`src/inc/oat_pkg.sv`:
```
package oat_pkg;

	// ------------------------------------------------------------
	// Register indices (byte address = 4 * index)
	// ------------------------------------------------------------
	localparam logic [9:0] IDX_TRIM_CORE1_INPUT_A = 10'h08e;
	localparam logic [9:0] IDX_TRIM_CORE1_INPUT_B = 10'h090;
	localparam logic [9:0] IDX_TRIM_CORE2_INPUT_A = 10'h092;
	localparam logic [9:0] IDX_TRIM_CORE2_INPUT_B = 10'h094;
	localparam logic [9:0] IDX_LAST               = 10'h095;
	localparam int unsigned IDX_LSB               = 2;
	localparam int unsigned ADDR_DECODE_W         = 12;

	// ------------------------------------------------------------
	// Register layout
	// ------------------------------------------------------------
	localparam int unsigned N_TRIM       = 4;
	localparam int unsigned TRIM_REG_W   = 16;
	localparam int unsigned CORR_W       = 12;
	localparam int unsigned CORR_LSB     = 0;
	localparam int unsigned RESV_LSB     = 12;
	localparam int unsigned BYTE_W       = 8;
	localparam logic [3:0]  RESV_RST     = 4'h0;
	localparam logic [15:0] TRIM_REG_RST = 16'h0000;

	// ------------------------------------------------------------
	// Register order in the bank
	// ------------------------------------------------------------
	localparam logic [1:0] SEL_CORE1_INPUT_A = 2'h0;
	localparam logic [1:0] SEL_CORE1_INPUT_B = 2'h1;
	localparam logic [1:0] SEL_CORE2_INPUT_A = 2'h2;
	localparam logic [1:0] SEL_CORE2_INPUT_B = 2'h3;

endpackage : oat_pkg

```
`src/oat_regs.sv`:
```
// Our own choice: the APB register port.
`timescale 1ns/1ns
module oat_regs #(
	parameter int unsigned AW = 12
) (
	// Clock and reset
	input  wire logic          CORE_CLK,
	input  wire logic          NRST,
	// APB slave
	input  wire logic          PSEL,
	input  wire logic          PENABLE,
	input  wire logic          PWRITE,
	input  wire logic [AW-1:0] PADDR,
	input  wire logic [31:0]   PWDATA,
	input  wire logic [3:0]    PSTRB,
	output logic      [31:0]   PRDATA,
	output logic               PREADY,
	output logic               PSLVERR,
	// Factory trim values, static after power-up
	input  wire logic [15:0]   TRIM_CORE1_INPUT_A,
	input  wire logic [15:0]   TRIM_CORE1_INPUT_B,
	input  wire logic [15:0]   TRIM_CORE2_INPUT_A,
	input  wire logic [15:0]   TRIM_CORE2_INPUT_B,
	// Corrections to the converter cores
	output logic      [11:0]   CORR_CORE1_INPUT_A,
	output logic      [11:0]   CORR_CORE1_INPUT_B,
	output logic      [11:0]   CORR_CORE2_INPUT_A,
	output logic      [11:0]   CORR_CORE2_INPUT_B
);

	if (AW < oat_pkg::ADDR_DECODE_W) begin : g_aw_check
		$error("oat_regs: address width below 12");
	end

	localparam int unsigned N = oat_pkg::N_TRIM;

	// ------------------------------------------------------------
	// Address decode
	// ------------------------------------------------------------
	// Returns {hit, upper byte, register select}
	function automatic logic [3:0] oat_dec(input logic [AW-1:0] a);
		logic [9:0] i;
		logic [9:0] off;
		logic       hit;
		i   = a[oat_pkg::ADDR_DECODE_W-1:oat_pkg::IDX_LSB];
		off = i - oat_pkg::IDX_TRIM_CORE1_INPUT_A;
		hit = (a[1:0] == 2'h0) && ((a >> oat_pkg::ADDR_DECODE_W) == '0) &&
		      (i >= oat_pkg::IDX_TRIM_CORE1_INPUT_A) &&
		      (i <= oat_pkg::IDX_LAST);
		return {hit, ~i[0], off[2:1]};
	endfunction : oat_dec

	logic [3:0]  dec;
	logic        dec_hit;
	logic        dec_hi;
	logic [1:0]  dec_sel;
	logic        access;
	logic        wr_go;

	assign dec     = oat_dec(PADDR);
	assign dec_hit = dec[3];
	assign dec_hi  = dec[2];
	assign dec_sel = dec[1:0];
	assign access  = PSEL & PENABLE;
	// Commit at the edge where the master sees PREADY high
	assign wr_go   = access & PREADY & PWRITE & dec_hit & PSTRB[0];

	// ------------------------------------------------------------
	// Factory trim load
	// ------------------------------------------------------------
	// Trim pins are caught one edge after reset release, never by reset
	logic load_q;

	always_ff @(posedge CORE_CLK or negedge NRST) begin
		if (!NRST)
			load_q <= 1'b1;
		else
			load_q <= 1'b0;
	end

	logic [15:0] trim_w [N];
	logic [15:0] val_w  [N];
	logic [11:0] corr_q [N];

	assign trim_w[oat_pkg::SEL_CORE1_INPUT_A] = TRIM_CORE1_INPUT_A;
	assign trim_w[oat_pkg::SEL_CORE1_INPUT_B] = TRIM_CORE1_INPUT_B;
	assign trim_w[oat_pkg::SEL_CORE2_INPUT_A] = TRIM_CORE2_INPUT_A;
	assign trim_w[oat_pkg::SEL_CORE2_INPUT_B] = TRIM_CORE2_INPUT_B;

	// ------------------------------------------------------------
	// Register bank and corrections
	// ------------------------------------------------------------
	for (genvar k = 0; k < N; k++) begin : g_trim
		oat_trim_reg #(
			.W (oat_pkg::TRIM_REG_W)
		) u_reg (
			.clk   (CORE_CLK),
			.rst_n (NRST),
			.load  (load_q),
			.trim  (trim_w[k]),
			.wr_hi (wr_go & dec_hi & (dec_sel == 2'(k))),
			.wr_lo (wr_go & ~dec_hi & (dec_sel == 2'(k))),
			.wbyte (PWDATA[7:0]),
			.val   (val_w[k])
		);

		always_ff @(posedge CORE_CLK or negedge NRST) begin
			if (!NRST)
				corr_q[k] <= '0;
			else
				corr_q[k] <= val_w[k][oat_pkg::CORR_W-1:0];
		end
	end

	assign CORR_CORE1_INPUT_A = corr_q[oat_pkg::SEL_CORE1_INPUT_A];
	assign CORR_CORE1_INPUT_B = corr_q[oat_pkg::SEL_CORE1_INPUT_B];
	assign CORR_CORE2_INPUT_A = corr_q[oat_pkg::SEL_CORE2_INPUT_A];
	assign CORR_CORE2_INPUT_B = corr_q[oat_pkg::SEL_CORE2_INPUT_B];

	// ------------------------------------------------------------
	// APB answer
	// ------------------------------------------------------------
	// One wait state buys a registered read path; held off during load
	logic        ready_q;
	logic        err_q;
	logic [31:0] rdata_q;
	logic [15:0] rsel;

	assign rsel = val_w[dec_sel];

	always_ff @(posedge CORE_CLK or negedge NRST) begin
		if (!NRST)
			ready_q <= 1'b0;
		else
			ready_q <= access & ~ready_q & ~load_q;
	end

	always_ff @(posedge CORE_CLK or negedge NRST) begin
		if (!NRST) begin
			rdata_q <= 32'h0000_0000;
			err_q   <= 1'b0;
		end else if (access & ~ready_q & ~load_q) begin
			err_q <= ~dec_hit;
			if (dec_hit & ~PWRITE)
				rdata_q <= {24'h00_0000,
				            dec_hi ? rsel[15:8] : rsel[7:0]};
			else
				rdata_q <= 32'h0000_0000;
		end else begin
			err_q <= 1'b0;
		end
	end

	assign PREADY  = ready_q;
	assign PSLVERR = err_q;
	assign PRDATA  = rdata_q;

	// ------------------------------------------------------------
	// Checks
	// ------------------------------------------------------------
	trim_loaded_a: assert property (@(posedge CORE_CLK) disable iff (!NRST)
		$fell(load_q) |-> (val_w[0] == $past(TRIM_CORE1_INPUT_A)) &&
		                  (val_w[3] == $past(TRIM_CORE2_INPUT_B)))
		else $error("trim not loaded after reset");

	corr_follow_a: assert property (@(posedge CORE_CLK) disable iff (!NRST)
		(wr_go && !dec_hi && dec_sel == 2'h1) |=> ##1
		(CORR_CORE1_INPUT_B[7:0] == $past(PWDATA[7:0], 2)))
		else $error("correction did not follow write");

	upper_byte_a: assert property (@(posedge CORE_CLK) disable iff (!NRST)
		(wr_go && dec_hi) |=>
		(val_w[$past(dec_sel)][15:8] == $past(PWDATA[7:0])))
		else $error("upper byte not at lower index");

	resv_write_a: assert property (@(posedge CORE_CLK) disable iff (!NRST)
		(wr_go && dec_hi && dec_sel == 2'h2) |=>
		(val_w[2][15:12] == $past(PWDATA[7:4])))
		else $error("reserved bits not writable");

	c1a_place_a: assert property (@(posedge CORE_CLK)
		disable iff (!NRST)
		(access && !ready_q && !load_q && !PWRITE &&
		 PADDR == AW'(12'h23c)) |=>
		(PRDATA[7:0] == $past(val_w[0][7:0])) && PREADY)
		else $error("core one first input misplaced");

	c1b_place_a: assert property (@(posedge CORE_CLK) disable iff (!NRST)
		(access && !ready_q && !load_q && !PWRITE &&
		 PADDR == AW'(12'h240)) |=>
		(PRDATA[7:0] == $past(val_w[1][15:8])))
		else $error("core one second input misplaced");

	c2a_place_a: assert property (@(posedge CORE_CLK) disable iff (!NRST)
		(access && !ready_q && !load_q && !PWRITE &&
		 PADDR == AW'(12'h24c)) |=>
		(PRDATA[7:0] == $past(val_w[2][7:0])))
		else $error("core two first input misplaced");

	c2b_place_a: assert property (@(posedge CORE_CLK) disable iff (!NRST)
		(access && !ready_q && !load_q && !PWRITE &&
		 PADDR == AW'(12'h250)) |=>
		(PRDATA[7:0] == $past(val_w[3][15:8])))
		else $error("core two second input misplaced");

	ready_pulse_a: assert property (@(posedge CORE_CLK) disable iff (!NRST)
		PREADY |=> !PREADY)
		else $error("ready held longer than one cycle");

endmodule : oat_regs

```
`src/oat_trim_reg.sv`:
```
`timescale 1ns/1ns
module oat_trim_reg #(
	parameter int unsigned W = 16
) (
	// Clock and reset
	input  wire logic         clk,
	input  wire logic         rst_n,
	// Factory trim load
	input  wire logic         load,
	input  wire logic [W-1:0] trim,
	// Byte writes
	input  wire logic         wr_hi,
	input  wire logic         wr_lo,
	input  wire logic [7:0]   wbyte,
	// Stored value
	output logic      [W-1:0] val
);

	if (W != oat_pkg::TRIM_REG_W) begin : g_w_check
		$error("oat_trim_reg: width must be 16");
	end

	logic [W-1:0] val_q;

	// ------------------------------------------------------------
	// Storage
	// ------------------------------------------------------------
	always_ff @(posedge clk or negedge rst_n) begin
		if (!rst_n) begin
			val_q <= oat_pkg::TRIM_REG_RST;
		end else if (load) begin
			val_q <= trim;
		end else begin
			if (wr_hi)
				val_q[W-1:oat_pkg::BYTE_W] <= wbyte;
			if (wr_lo)
				val_q[oat_pkg::BYTE_W-1:0] <= wbyte;
		end
	end

	assign val = val_q;

endmodule : oat_trim_reg

```
`config.mk`:
```
export PLATFORM = sky130hd
export DESIGN_NAME = oat_regs
export DESIGN_NICKNAME = d
export VERILOG_FILES = /design/src/inc/oat_pkg.sv /design/src/oat_regs.sv /design/src/oat_trim_reg.sv
export SDC_FILE = /design/constraint.sdc
export NUM_CORES = 1
export LEC_CHECK = 0
export ABC_AREA = 0
export BUFFER_PORTS_ARGS = -buffer_cell sky130_fd_sc_hd__buf_2
export CORE_MARGIN = 2
export CORE_UTILIZATION = 51
export DETAILED_ROUTE_END_ITERATION = 10
export PLACE_DENSITY = 0.8
export SETUP_SLACK_MARGIN = 0.15
export SYNTH_ARGS = -nofsm -noshare
export SYNTH_HDL_FRONTEND = slang
export SYNTH_SLANG_ARGS = --single-unit
```
`constraint.sdc`:
```
create_clock -name CORE_CLK -period 2.6 [get_ports CORE_CLK]
set_input_delay 0.26 -clock CORE_CLK [delete_from_list [all_inputs] [get_ports CORE_CLK]]
set_output_delay 0.26 -clock CORE_CLK [all_outputs]
set_load 0.01 [all_outputs]
```
==> out/results.tsv <==
stage	metric	value	unit
placed_design	portBuffers	147	
clock_network	htreeDepth	4	
global_routing	grt_pass1_vias	4990	
pwr	finalPower	4.98	mW
floorplanning	rows	39	
routing	routedWlPerCell	19.5	um
min_path	holdCritPathClass	in2reg	
logic_synthesis	synth.distinct_cells	30	
run	maxCapViolCount	0	
sta	setup_tns	0	ns
critical_path	critPathArrivalTime	2.41	ns
logic_synthesis	synth_mux_area_frac	0.0727	
critical_path	cp_slowest_cell	dfstp_4	
pwr	leakage	3.53	nW
floorplanning	coreArea	11500	um^2
placed_design	dpl-instance-area	6870	um^2
placed_design	placed_cells	806	
finish	final-instance-count-excl-fill	839	
routing	firstDrtPassIters	8	
finish	fillers	902	
clock_network	cts_made_buffers	17	
logic_synthesis	synth_compound_area_frac	0.202	
clock_network	cts.path.max_buffers	2	
routing	drt_iter0_markers	548	
floorplanning	initial_core_util	0.526	
floorplanning	fp.dieW	113	um
pwr	vdd.ir_drop.worst	0.422	mV
routing	drcViolationCount	10	
sta	period_needed	2.15	ns
global_routing	grt_remaining_overflow	0	
finish	diodes	0	
critical_path	r2r_end	PRDATA[7]$_DFFE_PN0P_	
min_path	min_path_cells	3	
critical_path	cp_data_required_time	2.85	ns
sta	worst_pin_slew	0.843	ns
routing	postRouteAntennaNets	0	
floorplanning	ioPinCount	199	
floorplanning	dieArea	12800	um^2
logic_synthesis	synth_top_family_by_area	compound AO/OA/AOI/OAI gates	
critical_path	path_max_fanout	50	
routing	vias_per_cell	5.92	
sta	slew_headroom	0.438	
finish	drive_gt1_frac	0.338	
logic_synthesis	synth-seq-cells	123	
sta	timing.final.crit_share	0.829	
min_path	hold_start	TRIM_CORE2_INPUT_B[7]	
pwr	power_density	670	nW/um^2
logic_synthesis	synthCells	547	
critical_path	worstReg2RegStart	load_q$_DFF_PN1_	
clock_network	cts_tree	built	
critical_path	crit_path_end_kind	register	
global_routing	grt_pass1_wl	26200	um
critical_path	start_kind	register	
finish	final-seq-area	3080	um^2
critical_path	crit_type	reg2reg	
min_path	whs_endpoint	g_trim[3].u_reg.val[7]$_DFFE_PN0P_	
logic_synthesis	ys_warn_count	0	
critical_path	ff2ff_setup_slack	0.45	ns
clock_network	path_clk_slew	0.06	ns
logic_synthesis	avgSynthCellArea	11.1	um^2
clock_network	cts.sinks	123	
floorplanning	fp.dieH	113	um
critical_path	r2r_cells	4	
critical_path	max_stage_delay	0.89	ns
run_status	violations	DRC	
placed_design	place.gp.congestion	0.903	
sta	finalSetupViolations	0	
finish	final_nets	804	
clock_network	clock_latency	0.41	ns
sta	fmax	464	MHz
sta	rsz0062_at_grt	no	
logic_synthesis	synthXorXnorAreaFrac	0	
placed_design	hpwl	11400	um
global_routing	antenna_found_initial	0	
sta	hold_viol_final	0	
routing	wirelength	16300	um
finish	stdcell_area	7430	um^2
sta	slew_viol_final	0	
sta	fin_ws	0.445	ns
placed_design	detailedPlace.worstSlack	0.418	ns
global_routing	grtUsageTotal	0.263	
logic_synthesis	yosys.area_share.simple	0.104	
finish	area_delta_synth_final	22.6	%
routing	vias	4966	
finish	multiInputGateArea	2450	um^2
sta	fin_skew	0.00873	ns
logic_synthesis	netlist_area	6060	um^2
clock_network	post_cts_buffers	0	
logic_synthesis	ys_seq_area_frac	0.508	
run_status	status	finished with violations	
critical_path	crit_chain	nand4bb_1 > nor2_1 > o211ai_1 > o21ai_0	
logic_synthesis	synth_fa_ha_area_frac	0.00826	
global_routing	grt_max_degree	71	
clock_network	root_buffer	clkbuf_16	
[state kept, by name, indices dropped and copies added (netlist names)]
name	flops
CORR_CORE1_INPUT_A	12
CORR_CORE1_INPUT_B	12
CORR_CORE2_INPUT_A	12
CORR_CORE2_INPUT_B	12
PRDATA	8
PREADY	1
PSLVERR	1
g_trim.u_reg.val	64
load_q	1
[final cells by class]
class / count / share of cell area
inverter: 67 / 0.0339
timing repair buffer: 167 / 0.123
multi-input combinational: 307 / 0.329
sequential: 123 / 0.415
tap: 143 / 0.0241
clock buffer: 18 / 0.0591
clock inverter: 14 / 0.0153
[critical path: cells and delay by family (launching register included)]
kind | cells | cell delay [ns]
DFF | 1 | 0.89
AOI/OAI and AO/OA | 2 | 0.54
and+or+nand+nor | 2 | 0.56
[report_power, final]
part | internal [mW] | switching, mW | total [mW]
clock | 1.26 | 0.918 | 2.18
combinational | 0.260 | 0.356 | 0.616
sequential | 2.07 | 0.109 | 2.18
[synth_stat cells]
cell,number,area share
dfstp_2,1,0.0043
o21a_1,1,0.0012
mux4_2,16,0.059
a21oi_1,1,0.00083
o21ai_0,8,0.0066
nand4b_1,4,0.0058
mux2i_1,8,0.013
and3b_1,1,0.0014
ha_1,4,0.0083
nand3_2,1,0.0017
o311ai_1,64,0.093
nor4_4,8,0.028
conb_1,1,0.00062
buf_1,9,0.0056
o211ai_1,65,0.081
nand4bb_1,1,0.0019
dfrtp_1,122,0.50
or4b_4,1,0.0023
nor2_1,3,0.0019
buf_2,6,0.0050
nand2b_1,2,0.0021
nand4_1,4,0.0041
or3_1,1,0.0010
buf_4,24,0.030
clkbuf_1,34,0.021
nor2b_1,8,0.0083
o21a_4,8,0.020
nand2_1,73,0.045
inv_1,67,0.042
buf_6,1,0.0019
[what timing repair did]
| item | 4_1_cts | 5_1_grt |
|---|---|---|
| hold buffers | 1 | 0 |
| resized for setup | 0 | 0 |
| endpoints found under the setup margin | 0 | 0 |
| hold endpoints to repair | 67 | 0 |
[per-stage QoR]
step                hold WS [ns]  utilization
floorplan                -0.0356            -
global placement           0.383        0.596
detailed placement         0.391        0.596
CTS                       0.0671        0.645
global route              0.0833        0.645
finish                    0.0698        0.645
[kinds of logic (layout without fill, tap and decap cells)]
family | Yosys count | in the layout
other | 1 | 25
flip-flops | 123 | 123
buffers and inverters | 141 | 266
multiplexers | 24 | 24
adder cells (fa/ha/maj) | 4 | 4
AND/OR/NAND/NOR | 107 | 107
AO/OA/AOI/OAI | 147 | 147
[layer usage]
metal,global-route usage,part of all wire
met3,0.0509,0.095
met4,0.0992,0.018
met5,0,0
met1,0.357,0.40
met2,0.427,0.49
[worst max-delay path by stage]
stage / start / endpoint / slack [ns] / cells after the start
2_1_floorplan: PADDR[3] / PRDATA[5]$_DFFE_PN0P_ / 0.16 / 9
3_3_place_gp: PADDR[1] / g_trim[2].u_reg.val[15]$_DFFE_PN0P_ / 0.50 / 6
3_5_place_dp: load_q$_DFF_PN1_ / PRDATA[7]$_DFFE_PN0P_ / 0.42 / 4
4_1_cts: load_q$_DFF_PN1_ / PRDATA[7]$_DFFE_PN0P_ / 0.41 / 4
5_1_grt: load_q$_DFF_PN1_ / PRDATA[7]$_DFFE_PN0P_ / 0.22 / 4
6_report: load_q$_DFF_PN1_ / PRDATA[7]$_DFFE_PN0P_ / 0.45 / 4
[cells in the final DEF (no fill, tap or decap), types with 3 or more instances in the layout]
cell	count
inv_6	4
nand4b_1	4
clkinvlp_4	6
nor4_4	8
inv_1	67
dfrtp_1	122
o21ai_0	8
nor2b_1	8
clkbuf_16	17
mux4_2	16
nand2_1	73
ha_1	4
buf_4	18
o311ai_1	64
conb_1	25
nand4_1	4
o211ai_1	65
mux2i_1	8
o21a_4	8
buf_2	146
nor2_1	3
No activity file was read; power rests on OpenSTA's default activity.
